$ cat src/prot_pkg.sv
package prot_pkg;
  // ----------------------------------------
  // device command opcodes
  // ----------------------------------------
  localparam logic [7:0] OP_RD_CFG = 8'h2B;   // read_config_word_cmd
  localparam logic [7:0] OP_PROG_CFG = 8'h2F; // program_config_word_cmd
  localparam logic [7:0] OP_RD_KEY = 8'hE7;   // read_key_cmd
  localparam logic [7:0] OP_PROG_KEY = 8'hE8; // program_key_cmd
  localparam logic [7:0] OP_RD_LOCK = 8'hA7;  // read_array_lock_cmd
  localparam logic [7:0] OP_WR_LOCK = 8'hA6;  // write_array_lock_cmd
  localparam logic [7:0] OP_RD_NV = 8'hE2;    // read_nv_sector_bit_cmd
  localparam logic [7:0] OP_PROG_NV = 8'hE4;  // program_nv_sector_bit_cmd
  localparam logic [7:0] OP_RD_VOL = 8'hE0;   // read_volatile_sector_bit_cmd
  localparam logic [7:0] OP_WR_VOL = 8'hE1;   // write_volatile_sector_bit_cmd
  localparam logic [7:0] OP_LATCH = 8'h06;    // write_latch_set_cmd
  // ----------------------------------------
  // field positions, values after reset and data codes
  // ----------------------------------------
  localparam int KEY_MODE_LOCK_BIT = 2;       // key_mode_lock in config word
  localparam int PERSIST_MODE_LOCK_BIT = 1;   // persistent_mode_lock
  localparam logic [15:0] CFG_DELIVERY = 16'hFFFF;
  localparam logic [63:0] KEY_DELIVERY = 64'hFFFF_FFFF_FFFF_FFFF;
  localparam logic [6:0] LOCK_RSVD_RST = 7'h00;
  localparam logic [7:0] BIT_PROT = 8'h00;    // sector protected
  localparam logic [7:0] BIT_OPEN = 8'hFF;    // sector unprotected
  localparam logic [7:0] KEY_HIDDEN = 8'hFF;  // what a hidden key reads as
  // ----------------------------------------
  // controller register map (axi4-lite)
  // ----------------------------------------
  localparam int AXI_AW = 5;
  localparam logic [4:0] ADDR_CTRL = 5'h00;
  localparam logic [4:0] ADDR_TX_LO = 5'h04;
  localparam logic [4:0] ADDR_TX_HI = 5'h08;
  localparam logic [4:0] ADDR_RX_LO = 5'h0C;
  localparam logic [4:0] ADDR_RX_HI = 5'h10;
  localparam logic [4:0] ADDR_STAT = 5'h14;
  localparam int CTRL_LEN_LSB = 8;
  localparam int CTRL_GO_BIT = 31;
  localparam logic [3:0] MAX_LEN = 4'h8;
  localparam logic [1:0] RESP_OKAY = 2'b00;
  localparam logic [1:0] RESP_SLVERR = 2'b10;
  // ----------------------------------------
  // cycle and sector counts
  // ----------------------------------------
  localparam int SCLK_HALF_DEF = 8;           // clk cycles per serial clock half
  localparam int NUM_SECTORS_DEF = 16;
endpackage

$ cat src/spi_link_if.sv
`timescale 1ns/100ps
// four-wire serial link between controller and flash
interface spi_link_if;
  logic sclk; // serial clock, made by the host
  logic cs_n; // frame select, low active
  logic mosi; // host to device data
  logic miso; // device to host data
  modport host(output sclk, output cs_n, output mosi, input miso);
  modport device(input sclk, input cs_n, input mosi, output miso);
endinterface
$ cat src/flash_prot_host.sv
`timescale 1ns/100ps
// register command controller driving the flash link
module flash_prot_host #(
  parameter int SCLK_HALF = prot_pkg::SCLK_HALF_DEF
) (
  input wire logic clk,
  input wire logic sys_rst,
  input wire logic ce,
  input wire logic [prot_pkg::AXI_AW-1:0] awaddr,
  input wire logic awvalid,
  output logic awready,
  input wire logic [31:0] wdata,
  input wire logic [3:0] wstrb,
  input wire logic wvalid,
  output logic wready,
  output logic [1:0] bresp,
  output logic bvalid,
  input wire logic bready,
  input wire logic [prot_pkg::AXI_AW-1:0] araddr,
  input wire logic arvalid,
  output logic arready,
  output logic [31:0] rdata,
  output logic [1:0] rresp,
  output logic rvalid,
  input wire logic rready,
  spi_link_if.host link
);
  import prot_pkg::*;

  // device sync plus host sync need at least four cycles a half
  if (SCLK_HALF < 4 || SCLK_HALF > 256) begin : g_bad_half
    $error("SCLK_HALF must be 4..256");
  end

  typedef enum logic [1:0] {
    S_IDLE = 2'b00,
    S_LOW = 2'b01,
    S_HIGH = 2'b11,
    S_END = 2'b10
  } link_state_t;

  // ----------------------------------------
  // strobe merge for byte lanes
  // ----------------------------------------
  function automatic logic [31:0] merge(input logic [31:0] o, input logic [31:0] d,
                                        input logic [3:0] s);
    logic [31:0] r;
    r = o;
    for (int b = 0; b < 4; b++) begin
      if (s[b]) begin
        r[8*b +: 8] = d[8*b +: 8];
      end
    end
    return r;
  endfunction

  // ----------------------------------------
  // registers and link state
  // ----------------------------------------
  logic aw_hold_ff, w_hold_ff; // captured write halves
  logic [AXI_AW-1:0] awaddr_ff;
  logic [31:0] wdata_ff;
  logic [3:0] wstrb_ff;
  logic [11:0] ctrl_ff; // opcode and length
  logic [63:0] txd_ff; // bytes after opcode, low byte first
  logic [63:0] rxd_ff; // received bytes, last in low byte
  link_state_t st_ff;
  logic [7:0] div_ff; // half-period counter
  logic [2:0] bitc_ff; // bit in byte
  logic [3:0] bytec_ff; // bytes done, opcode included
  logic [7:0] sh_ff; // outgoing byte
  logic [6:0] rxb_ff; // incoming partial byte
  logic sclk_ff, cs_n_ff, mosi_ff;
  logic miso_s;

  pin_sync #(.W(1)) u_sync (
    .clk(clk),
    .sys_rst(sys_rst),
    .ce(ce),
    .din(link.miso),
    .dout(miso_s)
  );

  assign link.sclk = sclk_ff;
  assign link.cs_n = cs_n_ff;
  assign link.mosi = mosi_ff;

  // ----------------------------------------
  // bus decode
  // ----------------------------------------
  wire aw_got = awvalid & awready;
  wire w_got = wvalid & wready;
  wire b_done = bvalid & bready;
  wire ar_got = arvalid & arready;
  wire r_done = rvalid & rready;
  wire commit = aw_hold_ff & w_hold_ff & ~bvalid;
  wire nxt_aw_hold = (aw_hold_ff | aw_got) & ~b_done;
  wire nxt_w_hold = (w_hold_ff | w_got) & ~b_done;
  wire nxt_rvalid = (rvalid | ar_got) & ~r_done;
  wire busy = st_ff != S_IDLE;
  wire wr_ctrl = commit & (awaddr_ff == ADDR_CTRL);
  wire wr_tlo = commit & (awaddr_ff == ADDR_TX_LO);
  wire wr_thi = commit & (awaddr_ff == ADDR_TX_HI);
  wire w_mapped = wr_ctrl | wr_tlo | wr_thi;
  wire [31:0] ctrl_new = merge({20'h0_0000, ctrl_ff}, wdata_ff, wstrb_ff);
  // go is ignored while busy or with an oversized length
  wire go = wr_ctrl & ctrl_new[CTRL_GO_BIT] & ~busy
    & (ctrl_new[CTRL_LEN_LSB +: 4] <= MAX_LEN);
  wire [31:0] rd_mux =
    (araddr == ADDR_CTRL) ? {20'h0_0000, ctrl_ff} :
    (araddr == ADDR_TX_LO) ? txd_ff[31:0] :
    (araddr == ADDR_TX_HI) ? txd_ff[63:32] :
    (araddr == ADDR_RX_LO) ? rxd_ff[31:0] :
    (araddr == ADDR_RX_HI) ? rxd_ff[63:32] :
    (araddr == ADDR_STAT) ? {31'h0000_0000, busy} : 32'h0000_0000;
  wire r_mapped = (araddr <= ADDR_STAT) & (araddr[1:0] == 2'b00);

  // ----------------------------------------
  // axi4-lite slave handshakes
  // ----------------------------------------
  always_ff @(posedge clk or posedge sys_rst) begin
    if (sys_rst) begin
      aw_hold_ff <= 1'b0;
      w_hold_ff <= 1'b0;
      awready <= 1'b0;
      wready <= 1'b0;
      awaddr_ff <= '0;
      wdata_ff <= 32'h0000_0000;
      wstrb_ff <= 4'h0;
      bvalid <= 1'b0;
      bresp <= RESP_OKAY;
      arready <= 1'b0;
      rvalid <= 1'b0;
      rdata <= 32'h0000_0000;
      rresp <= RESP_OKAY;
    end else if (ce) begin
      aw_hold_ff <= nxt_aw_hold;
      w_hold_ff <= nxt_w_hold;
      awready <= ~nxt_aw_hold;
      wready <= ~nxt_w_hold;
      arready <= ~nxt_rvalid;
      rvalid <= nxt_rvalid;
      if (aw_got) begin
        awaddr_ff <= awaddr;
      end
      if (w_got) begin
        wdata_ff <= wdata;
        wstrb_ff <= wstrb;
      end
      if (commit) begin
        bvalid <= 1'b1;
        bresp <= w_mapped ? RESP_OKAY : RESP_SLVERR;
      end else if (b_done) begin
        bvalid <= 1'b0;
      end
      if (ar_got) begin
        rdata <= rd_mux;
        rresp <= r_mapped ? RESP_OKAY : RESP_SLVERR;
      end
    end
  end

  // ----------------------------------------
  // command registers
  // ----------------------------------------
  // writes to ctrl or tx while busy would corrupt the frame, so they drop
  always_ff @(posedge clk or posedge sys_rst) begin
    if (sys_rst) begin
      ctrl_ff <= 12'h000;
      txd_ff <= 64'h0000_0000_0000_0000;
    end else if (ce && !busy) begin
      if (wr_ctrl) begin
        ctrl_ff <= ctrl_new[11:0];
      end
      if (wr_tlo) begin
        txd_ff[31:0] <= merge(txd_ff[31:0], wdata_ff, wstrb_ff);
      end
      if (wr_thi) begin
        txd_ff[63:32] <= merge(txd_ff[63:32], wdata_ff, wstrb_ff);
      end
    end
  end

  // ----------------------------------------
  // link engine: mode 0, msb first
  // ----------------------------------------
  wire half_done = div_ff == 8'(SCLK_HALF - 1);
  wire [7:0] nxt_byte = txd_ff[8*bytec_ff[2:0] +: 8];
  wire [7:0] in_byte = {rxb_ff, miso_s};

  always_ff @(posedge clk or posedge sys_rst) begin
    if (sys_rst) begin
      st_ff <= S_IDLE;
      div_ff <= 8'h00;
      bitc_ff <= 3'd0;
      bytec_ff <= 4'd0;
      sh_ff <= 8'h00;
      rxb_ff <= 7'h00;
      rxd_ff <= 64'h0000_0000_0000_0000;
      sclk_ff <= 1'b0;
      cs_n_ff <= 1'b1;
      mosi_ff <= 1'b0;
    end else if (ce) begin
      div_ff <= (st_ff == S_IDLE || half_done) ? 8'h00 : div_ff + 8'h01;
      unique case (st_ff)
        S_IDLE: begin
          if (go) begin
            cs_n_ff <= 1'b0;
            sh_ff <= ctrl_new[7:0];
            mosi_ff <= ctrl_new[7];
            bitc_ff <= 3'd0;
            bytec_ff <= 4'd0;
            rxd_ff <= 64'h0000_0000_0000_0000;
            st_ff <= S_LOW;
          end
        end
        S_LOW: begin
          if (half_done) begin
            sclk_ff <= 1'b1;
            st_ff <= S_HIGH;
          end
        end
        S_HIGH: begin
          if (half_done) begin
            // miso is sampled late in the high half to cover sync delay
            sclk_ff <= 1'b0;
            rxb_ff <= in_byte[6:0];
            bitc_ff <= bitc_ff + 3'd1;
            st_ff <= S_LOW;
            if (bitc_ff == 3'd7) begin
              if (bytec_ff != 4'd0) begin
                rxd_ff <= {rxd_ff[55:0], in_byte};
              end
              if (bytec_ff == ctrl_ff[CTRL_LEN_LSB +: 4]) begin
                st_ff <= S_END;
              end else begin
                sh_ff <= nxt_byte;
                mosi_ff <= nxt_byte[7];
                bytec_ff <= bytec_ff + 4'd1;
              end
            end else begin
              sh_ff <= {sh_ff[6:0], 1'b0};
              mosi_ff <= sh_ff[6];
            end
          end
        end
        S_END: begin
          if (half_done) begin
            cs_n_ff <= 1'b1;
            mosi_ff <= 1'b0;
            st_ff <= S_IDLE;
          end
        end
      endcase
    end
  end
endmodule

$ cat src/pin_sync.sv
`timescale 1ns/100ps
// two-stage synchroniser for pins from outside the clk domain
module pin_sync #(
  parameter int W = 1
) (
  input wire logic clk,
  input wire logic sys_rst,
  input wire logic ce,
  input wire logic [W-1:0] din,
  output logic [W-1:0] dout
);
  logic [W-1:0] meta_ff; // first stage, read only by dout
  // ----------------------------------------
  // two flops, frozen while ce is low
  // ----------------------------------------
  always_ff @(posedge clk or posedge sys_rst) begin
    if (sys_rst) begin
      meta_ff <= '0;
      dout <= '0;
    end else if (ce) begin
      meta_ff <= din;
      dout <= meta_ff;
    end
  end
endmodule

$ cat src/flat_wrapper.sv
// flat-port wrapper written by rule: the top's interface ports become plain ports
module flash_prot_host_flat import prot_pkg::*;
#(
  parameter int SCLK_HALF = prot_pkg::SCLK_HALF_DEF
)
  (clk, sys_rst, ce, awaddr, awvalid, awready, wdata, wstrb, wvalid, wready, bresp, bvalid, bready, araddr, arvalid, arready, rdata, rresp, rvalid, rready, link_sclk, link_cs_n, link_mosi, link_miso);
  spi_link_if link_i ();
  input wire logic clk;
  input wire logic sys_rst;
  input wire logic ce;
  input wire logic [prot_pkg::AXI_AW-1:0] awaddr;
  input wire logic awvalid;
  output logic awready;
  input wire logic [31:0] wdata;
  input wire logic [3:0] wstrb;
  input wire logic wvalid;
  output logic wready;
  output logic [1:0] bresp;
  output logic bvalid;
  input wire logic bready;
  input wire logic [prot_pkg::AXI_AW-1:0] araddr;
  input wire logic arvalid;
  output logic arready;
  output logic [31:0] rdata;
  output logic [1:0] rresp;
  output logic rvalid;
  input wire logic rready;
  output wire logic [$bits(link_i.sclk)-1:0] link_sclk;
  output wire logic [$bits(link_i.cs_n)-1:0] link_cs_n;
  output wire logic [$bits(link_i.mosi)-1:0] link_mosi;
  input wire logic [$bits(link_i.miso)-1:0] link_miso;
  assign link_sclk = link_i.sclk;
  assign link_cs_n = link_i.cs_n;
  assign link_mosi = link_i.mosi;
  assign link_i.miso = link_miso;
  flash_prot_host #(.SCLK_HALF(SCLK_HALF)) u_core (.clk(clk), .sys_rst(sys_rst), .ce(ce), .awaddr(awaddr), .awvalid(awvalid), .awready(awready), .wdata(wdata), .wstrb(wstrb), .wvalid(wvalid), .wready(wready), .bresp(bresp), .bvalid(bvalid), .bready(bready), .araddr(araddr), .arvalid(arvalid), .arready(arready), .rdata(rdata), .rresp(rresp), .rvalid(rvalid), .rready(rready), .link(link_i));
endmodule
$ cat config.mk
export PLATFORM = sky130hd
export DESIGN_NAME = flash_prot_host_flat
export DESIGN_NICKNAME = d
export VERILOG_FILES = /design/src/prot_pkg.sv /design/src/spi_link_if.sv /design/src/flash_prot_host.sv /design/src/pin_sync.sv /design/src/flat_wrapper.sv
export SDC_FILE = /design/constraint.sdc
export NUM_CORES = 1
export LEC_CHECK = 0
export BUFFER_PORTS_ARGS = -buffer_cell sky130_fd_sc_hd__buf_2
export CAP_MARGIN = 20
export CELL_PAD_IN_SITES_DETAIL_PLACEMENT = 0
export CELL_PAD_IN_SITES_GLOBAL_PLACEMENT = 1
export CORE_ASPECT_RATIO = 1.25
export CORE_UTILIZATION = 30
export CTS_CLUSTER_SIZE = 12
export DETAILED_ROUTE_END_ITERATION = 12
export PLACE_DENSITY_LB_ADDON = 0.1
export SLEW_MARGIN = 10
export SYNTH_ARGS = -nofsm -noshare
export SYNTH_HDL_FRONTEND = slang
export SYNTH_SLANG_ARGS = --single-unit
$ cat constraint.sdc
create_clock -name clk -period 12.3 [get_ports clk]
set_input_delay 0.615 -clock clk [delete_from_list [all_inputs] [get_ports clk]]
set_output_delay 0.615 -clock clk [all_outputs]
set_load 0.01 [all_outputs]
==> results of run 1 <==
==> registers in the layout, summed over array words and instances, names as in the netlist, 3 cells and up <==
register and flops:
u_core.awaddr_ff 5, u_core.bitc_ff 3, u_core.bytec_ff 4, u_core.ctrl_ff 12
u_core.div_ff 8, u_core.rdata 32, u_core.rxb_ff 7, u_core.rxd_ff 64
u_core.sh_ff 7, u_core.txd_ff 64, u_core.wdata_ff 32, u_core.wstrb_ff 4
==> power breakdown <==
part | internal (mW) | leakage, nW | switching [mW]
logic | 0.266 | 2.37 | 0.291
registers | 1.04 | 3.41 | 0.219
clock network | 0.477 | 0.433 | 0.349
==> synthesized netlist by cell type, types with 12 or more instances <==
master / count
dfrtp_1: 257
mux2_2: 135
a22o_1: 90
nand2_1: 76
nor2_1: 62
clkbuf_1: 41
o21ai_0: 40
nand2b_1: 28
a31oi_1: 26
a21oi_1: 18
inv_1: 17
mux2i_1: 15
mux4_2: 15
nand3_1: 12
==> metal layers <==
layer  part of all wire [%]  track usage (%)
met2                     49            30.73
met3                    3.0            1.867
met4                    2.4            5.150
met5                      0                0
met1                     45            25.23
==> layout make-up <==
cell class	count	area, um2	area share (%)
flip-flops and latches	258	6457	47.47
clock inverters	6	58.81	0.4323
clock buffers	44	822.0	6.044
repair buffers	107	575.6	4.231
inverters	18	75.07	0.5519
multi-input cells	632	4997	36.74
well taps	492	615.6	4.526
==> metrics by stage <==
step | total power [mW] | hold WS [ps] | worst slack (ps)
global placement | 1.839 | 464.6 | 9168
detailed placement | 1.846 | 477.9 | 9122
finish | 2.644 | 237.0 | 9565
global route | 2.799 | 263.4 | 9400
CTS | 2.694 | 238.7 | 9498
floorplan | 1.577 | 466.0 | 4588
==> critical path, cell delays in order (launching register included) <==
cell and delay, ps:
dfrtp_1 460, o311ai_1 720, a41oi_4 300, nor3_4 240
buf_4 610, a22o_1 260
==> logic make-up after synthesis <==
group	count (synthesis)	synth area share [%]
compound gates	235	14.63
fa+ha+maj	9	0.9552
flops	258	54.78
other cells	1	0.03181
buf+inv	77	2.993
mux	165	17.03
simple gates	211	8.841
xor+xnor	10	0.7430
==> worst paths after layout <==
check	endpoint	depth (start not counted)	from
min in group clk	u_core.rvalid	2	rready
setup / recovery	u_core.rxd_ff[50]	5	u_core.ctrl_ff[9]
hold / removal	u_core.rdata[5]	2	sys_rst
setup reg to reg	u_core.rxd_ff[50]	5	u_core.ctrl_ff[9]
max in group asynchronous	u_core.rdata[14]	3	sys_rst
hold reg to reg	u_core.rdata[11]	2	u_core.rdata[11]
==> flow_summary.json, run 1 <==
{
  "synth_cell_type_count": 61,
  "critPathCaptureType": "register",
  "start_util_pct": 30.67,
  "syn_to_final_growth_pct": 15.38,
  "dieArea_um2": 40100,
  "p_per_area_nw_per_um2": 194.4,
  "peakVddDrop_v": 0.00009782,
  "cts_tree": "built",
  "yosysTopAreaCell": "dfrtp_1",
  "io_buffers": 96,
  "coreArea_um2": 38440,
  "synth_area_per_cell_um2": 12.20,
  "antenna_found_initial": 0,
  "wirelength_um": 36060,
  "period_minus_slack_ps": 2735,
  "grt_first_pass_wirelength_um": 54630,
  "ant_nets": 0,
  "layout_common_cells": "dfrtp_1 (257), mux2_2 (135), buf_2 (96)",
  "total_leakage_power_nw": 6.215,
  "wl_per_cell_um": 23.16,
  "antennaDiodeCount": 0,
  "cts_buffer_depth": 3,
  "grt.overflow.total": 0,
  "async_reset_ff_share_pct": 100.0,
  "fin_setup_tns_ps": 0,
  "layout_commonest_cell": "dfrtp_1",
  "yosysSeqAreaShare_pct": 54.78,
  "stdcell_area_um2": 13600,
  "firstDrtPassIters": 9,
  "via_per_inst": 5.193,
  "finalSetupViolCount": 0,
  "synth_edf_count": 0,
  "holdCritPathClass": "in2async",
  "r2r_slack_ps": 9570,
  "clk_pin_slew_worst_paths_ps": 60,
  "ctsHoldBuffers": 0,
  "hold_viol": 0,
  "yosys_warnings": 0,
  "ios": 99,
  "synthCells": 966,
  "post-route-period-util_pct": 22.23,
  "start_kind": "register",
  "netlist_area_um2": 11790,
  "clockRootBuffer": "clkbuf_16",
  "clock_latency_ps": 560,
  "yosysTopAreaCellShare_pct": 54.55,
  "rsz0062_at_grt": "no",
  "stdcell_count": 1557,
  "failed_checks": "DRC",
  "status": "finished with violations",
  "fin_worst_skew_ps": 11.41,
  "tightest_slew_ps": 1034,
  "drv_cap": 0,
  "post-dp-hpwl_um": 25250,
  "drv_slew": 0,
  "die_h_um": 223.6,
  "cts_max_level": 1,
  "place_inst": 1507,
  "cts_sinks": 258,
  "vias": 8086,
  "critPathMaxFanout": 64,
  "track_usage_pct": 18.44,
  "drtIter0Drc": 470,
  "grt_start_max_net_pins": 120,
  "die_x_um": 179.3,
  "post_cts_buffers": 0,
  "fillCellCount": 3919,
  "ctsResizeCount": 0,
  "fin_util_pct": 35.39,
  "synthTopCellsByArea": "dfrtp_1 (55%), mux2_2 (13%), a22o_1 (6.7%)",
  "nets": 1110,
  "ys.flop_type": "dfrtp_1",
  "grt_pass1_vias": 8286,
  "gp_congestion": 0.7555,
  "timing.slew.headroom_pct": 31.07,
  "cp.required_ps": 12790,
  "postPlaceCellArea_um2": 12720,
  "yosys_register_bits": 258,
  "placementRows": 80,
  "drc": 21,
  "cts_made_buffers": 29,
  "drive_gt1_share_pct": 29.39,
  "cp.arrival_ps": 3220,
  "fmax_ghz": 0.3657,
  "worstSetupPathType": "reg2reg"
}
(Power assumes the default switching activity.)
==> inputs of run 2 (changes only) <==
- ABC_AREA: unset -> 1
- clock period: 12.3 -> 2.8 ns (I/O delays scaled with it)
==> run 2 against run 1 <==
Against the previous run: the run now ends clean; power rose to 4.5 times the previous value; setup slack worse by 9200 ps; fmax is 14% higher; clock power grew to 4.8 times the previous value; critical path depth is 6 higher; critical path type unchanged; largest power group unchanged.
==> flow_summary.json, run 2 <==
{
  "status": "finished clean",
  "yosysSeqAreaShare_pct": 52.45,
  "drive_gt1_share_pct": 12.72,
  "grtUsageMet2_pct": 36.61,
  "peakVddDrop_v": 0.0004915,
  "post-route-period-util_pct": 85.62,
  "drc": 0,
  "tightest_slew_ps": 735.3,
  "wl_per_cell_um": 19.23,
  "drv_cap": 0,
  "layout_common_cells": "nand2_1 (420), dfrtp_1 (257), o21ai_0 (179)",
  "worstSetupPathType": "reg2reg",
  "critPathCaptureType": "register",
  "yosys_warnings": 0,
  "clockRootBuffer": "clkbuf_16",
  "rsz0062_at_grt": "no",
  "ant_nets": 0,
  "use_met3_pct": 1.816,
  "vias": 10630,
  "ios": 99,
  "gr-usage-met1_pct": 26.33,
  "cts_tree": "built",
  "nets": 1693,
  "io_buffers": 96,
  "yosys_register_bits": 258,
  "grt_first_pass_wirelength_um": 65660,
  "die_x_um": 183.2,
  "antenna_found_initial": 0,
  "grt.overflow.total": 0,
  "holdCritPathClass": "in2reg",
  "hold_viol": 0,
  "layout_commonest_cell": "nand2_1",
  "total_leakage_power_nw": 7.261,
  "finalSetupViolCount": 0,
  "clock_latency_ps": 570,
  "fmax_ghz": 0.4171,
  "period_minus_slack_ps": 2397,
  "via_per_inst": 4.838,
  "fin_worst_skew_ps": 15.75,
  "synth_area_per_cell_um2": 8.191,
  "fin_util_pct": 36.89,
  "netlist_area_um2": 12310,
  "die_h_um": 228.5,
  "syn_to_final_growth_pct": 20.82,
  "top_regs": "u_core.rxd_ff x64, u_core.txd_ff x64",
  "cts_max_level": 1,
  "stdcell_area_um2": 14880,
  "synthCells": 1503,
  "drtIter0Drc": 646,
  "cts_buffer_depth": 3,
  "cp.required_ps": 3290,
  "cts_made_buffers": 30,
  "cp.arrival_ps": 2890,
  "p_per_area_nw_per_um2": 801.3,
  "grt_start_max_net_pins": 98,
  "yosysTopAreaCellShare_pct": 52.24,
  "wirelength_um": 42260,
  "fillCellCount": 4239,
  "grt_pass1_vias": 10770,
  "yosysTopAreaCell": "dfrtp_1",
  "postPlaceCellArea_um2": 13400,
  "ctsResizeCount": 0,
  "async_reset_ff_share_pct": 100.0,
  "coreArea_um2": 40320,
  "clk_pin_slew_worst_paths_ps": 60,
  "synth_most_common_cell": "nand2_1",
  "timing.slew.headroom_pct": 50.98,
  "busiest_layer": "met2",
  "antennaDiodeCount": 0,
  "post-dp-hpwl_um": 30230,
  "gp_congestion": 0.8103,
  "start_util_pct": 30.53,
  "firstDrtPassIters": 5,
  "dieArea_um2": 41860,
  "synth_common_cells": "nand2_1 (420), dfrtp_1 (257), o21ai_0 (179)",
  "synthTopCellsByArea": "dfrtp_1 (52%), nand2_1 (13%), o21ai_0 (7.3%)",
  "track_usage_pct": 20.58,
  "start_kind": "register",
  "synth_cell_type_count": 43,
  "ys.flop_type": "dfrtp_1",
  "cts_sinks": 258,
  "synth_edf_count": 0,
  "drv_slew": 0,
  "critPathMaxFanout": 64,
  "placementRows": 82,
  "fin_setup_tns_ps": 0
}
-- run 2: cell types whose count changed in the layout (fill, tap and decap cells not counted), moves of 26 or more --
cell | before | now
inv_1 | 16 | 149
a22o_1 | 90 | 0
nand2b_1 | 28 | 0
o21ai_0 | 40 | 179
mux2_2 | 135 | 6
a31oi_1 | 26 | 0
dlygate4sd3_1 | 0 | 49
nand4_1 | 4 | 77
nand2_1 | 76 | 420
nand3_1 | 11 | 55
a21oi_1 | 18 | 78
-- run 2: report_power, final --
part           switching [mW]  internal [mW]  total, mW  leakage [nW]
clock network            1.59           2.35       3.95         0.489
registers               0.540           4.38       4.92          3.22
logic                    2.09          0.955       3.05          3.55
-- run 2: final timing paths --
| check | to | cells past startpoint | start | slack [ps] |
|---|---|---|---|---|
| max | u_core.rxd_ff[0] | 11 | u_core.wstrb_ff[1] | 400 |
| min | u_core.u_sync.dout | 3 | ce | 10 |
| max reg2reg | u_core.rxd_ff[0] | 11 | u_core.wstrb_ff[1] | 400 |
| min reg2reg | u_core.link.mosi | 2 | u_core.link.mosi | 470 |
| max in group asynchronous | u_core.link.cs_n | 4 | sys_rst | 1670 |
| min in group asynchronous | u_core.wdata_ff[29] | 3 | sys_rst | 180 |
-- run 2: worst max-delay path, cell delays in order, from the launching register on --
cell     delay [ps]
dfrtp_1         520
inv_2           130
nand2_1         110
nand2_1          50
nand3_1         150
nand2_1          90
nand2_1         180
nand2_2         140
nand4_4          80
buf_4           590
nand2_1         130
nand2_1         100
-- run 2: kinds of logic after synthesis --
group                      count (synthesis)  synth area share, %
and+or+nand+nor                          654                23.02
AOI/OAI and AO/OA                        326                14.28
DFF                                      258                52.45
buffers and inverters                    241                8.171
adders and majority gates                  9               0.9147
muxes                                      8               0.7113
xor gates and xnor gates                   6               0.4268
other                                      1              0.03046
-- run 2: area by class of cell --
type	instances	area, um2	share of cell area [%]
Clock buffer	44	884.6	5.947
Inverter	154	581.8	3.911
Clock inverter	10	102.6	0.6897
Tap cell	546	683.2	4.592
Multi-Input combinational cell	1005	4870	32.74
Sequential cell	258	6457	43.41
Timing Repair Buffer	180	1296	8.714
-- run 2: through the flow --
step,hold WS (ps),total power [mW],setup WS (ps),std cells
2_1_floorplan,256.6,6.897,-738.8,1504
3_3_place_gp,234.4,7.989,472.7,2094
3_5_place_dp,230.5,8.014,419.0,2094
4_1_cts,0.4686,12.11,398.0,2197
5_1_grt,33.35,12.67,201.5,2197
6_report,13.31,11.92,402.6,2197
-- run 2: repair_timing --
item | CTS | global route
endpoints found under the hold margin | 66 | 0
endpoints found under the setup margin | 0 | 0
hold buffers | 49 | 0
setup buffers | 0 | 0
-- run 2: per-layer routing --
| metal | up-vias | wire length (um) |
|---|---|---|
| met3 | 50 | 1371 |
| met5 | - | 0 |
| met4 | 0 | 1048 |
| met1 | 5165 | 18480 |
| li1 | 5204 | - |
| met2 | 211 | 21360 |
==> inputs of run 3 (changes only) <==
- BUFFER_PORTS_ARGS: -buffer_cell sky130_fd_sc_hd__buf_2 -> unset
- CORE_MARGIN: unset -> 2
- DONT_BUFFER_PORTS: unset -> 1
- GPL_ROUTABILITY_DRIVEN: unset -> 0
==> run 3 against run 2 <==
Against the previous run: fmax increased by 5.0%; setup slack improved by 110 ps; global-route usage increased by 0.24 points; sequential cell count unchanged; clock power decreased by 2%; clock skew increased by 4.3 ps; clock-buffer cell count decreased by 2; first-iteration DRC count increased by 4.0%; final area decreased by 2.4%; critical path type is now in2reg; critical endpoint is now u_core.rxd_ff[18]; largest cell class unchanged; largest power group unchanged.
==> flow_summary.json, run 3 (synthesis gave the netlist of run 2 again) <==
{
  "gr-usage-met1_pct": 25.38,
  "worstSetupPathType": "in2reg",
  "stdcell_count": 2107,
  "vias": 10390,
  "cpLargestDelayFamily": "buffers and inverters",
  "dieArea_um2": 42690,
  "cts_buffer_depth": 3,
  "worst-path-buf-inv": 4,
  "rsz0062_at_grt": "no",
  "grt_first_pass_wirelength_um": 66430,
  "placementRows": 83,
  "wirelength_um": 42980,
  "cts_made_buffers": 30,
  "start_util_pct": 30.17,
  "total_leakage_power_nw": 6.861,
  "grt_start_max_net_pins": 72,
  "clock_latency_ps": 580,
  "finalPower_mw": 11.78,
  "place_inst": 2003,
  "p_per_area_nw_per_um2": 811.3,
  "critPathCaptureType": "register",
  "die_x_um": 185.2,
  "fin_worst_skew_ps": 20.04,
  "track_usage_pct": 20.83,
  "reg2reg_from": "u_core.wstrb_ff[1]",
  "worstSetupStartpoint": "ce",
  "cpPeakStageDelay_ps": 1050,
  "top_regs": "u_core.rxd_ff x64, u_core.txd_ff x64",
  "cts_tree": "built",
  "finalSetupViolCount": 0,
  "cts_sinks": 258,
  "period_minus_slack_ps": 2283,
  "io_buffers": 0,
  "cp_cell_sequence": "dlygate4sd3_1 > inv_2 > nor2_1 > inv_1 > nor2_1 > nand4_4 > buf_4 > nand2_1 > nand2_1",
  "drv_cap": 0,
  "ant_nets": 0,
  "hold_viol": 0,
  "setup_slack_ps": 517.0,
  "drc": 0,
  "drive_gt1_share_pct": 6.881,
  "syn_to_final_growth_pct": 17.95,
  "antennaDiodeCount": 0,
  "layout_commonest_cell": "nand2_1",
  "ios": 99,
  "peakVddDrop_v": 0.0005224,
  "antenna_found_initial": 0,
  "clockRootBuffer": "clkbuf_16",
  "holdCritPathClass": "in2reg",
  "dpl_worst_slack_ps": 549.8,
  "post-dp-hpwl_um": 30850,
  "post_cts_buffers": 0,
  "cts_max_level": 1,
  "ctsHoldBuffers": 56,
  "grt.overflow.total": 0,
  "cp.arrival_ps": 2740,
  "die_h_um": 230.5,
  "coreArea_um2": 40810,
  "start_kind": "input port",
  "critPathSlowestCell": "dlygate4sd3_1",
  "fmax_ghz": 0.4380,
  "nets": 1603,
  "ctsResizeCount": 0,
  "wl_per_cell_um": 20.40,
  "clk_pin_slew_worst_paths_ps": 60,
  "hp-start": "araddr[4]",
  "timing.slew.headroom_pct": 42.85,
  "grt_pass1_vias": 10660,
  "drtIter0Drc": 672,
  "layout_common_cells": "nand2_1 (420), dfrtp_1 (257), o21ai_0 (179)",
  "post-route-period-util_pct": 81.54,
  "fin_setup_tns_ps": 0,
  "use_met3_pct": 2.729,
  "grtUsageMet2_pct": 36.35,
  "tightest_slew_ps": 854.9,
  "busiest_layer": "met2",
  "critPathMaxFanout": 64,
  "status": "finished clean",
  "firstDrtPassIters": 5,
  "via_per_inst": 4.929,
  "drv_slew": 0,
  "cp.required_ps": 3260
}
-- run 3: stage by stage --
step / hold slack, ps / utilization [%] / instance area, um2
final: 2.077 / 35.58 / 14520
after CTS: 1.283 / 35.58 / 14520
after global placement: 238.7 / 31.85 / 13000
after detailed placement: 113.3 / 31.90 / 13020
after global routing: 17.02 / 35.58 / 14520
after floorplan: 256.6 / - / 12320
-- run 3: path summary, 6_finish.rpt --
check | endpoint | slack (ps) | depth (start not counted)
min reg2reg | u_core.sh_ff[5] | 470 | 2
max reg2reg | u_core.rxd_ff[18] | 520 | 11
min in group asynchronous | u_core.txd_ff[20] | 110 | 2
min | u_core.rdata[4] | 2 | 4
max | u_core.rxd_ff[18] | 520 | 9
max in group asynchronous | u_core.div_ff[1] | 1820 | 4
-- run 3: cell type report --
class | count | area [um2]
fillers | 4324 | 26290
flip-flops and latches | 258 | 6457
multi-input cells | 1005 | 4870
repair buffers | 90 | 978.4
clock buffers | 42 | 845.8
well taps | 552 | 690.7
inverters | 154 | 581.8
clock inverters | 6 | 97.59
-- run 3: worst register-to-register path: stages, from the launching register on --
cell	delay, ps
dfrtp_1	480
inv_2	110
nand2_1	100
nand2_1	50
nand3_1	100
nand2_1	70
nand2_1	200
nand2_2	160
nand4_4	90
buf_4	560
nand2_1	190
nand2_1	100
-- run 3: per-layer routing --
metal,up-vias,wire length [um]
met2,216,21680
met1,5059,17620
met5,-,0
li1,5032,-
met3,78,1676
met4,0,2000
-- run 3: where the power goes --
group	leakage [nW]	internal [mW]	switching, mW
combinational	3.18	0.909	2.00
clock	0.457	2.26	1.62
sequential	3.22	4.38	0.608
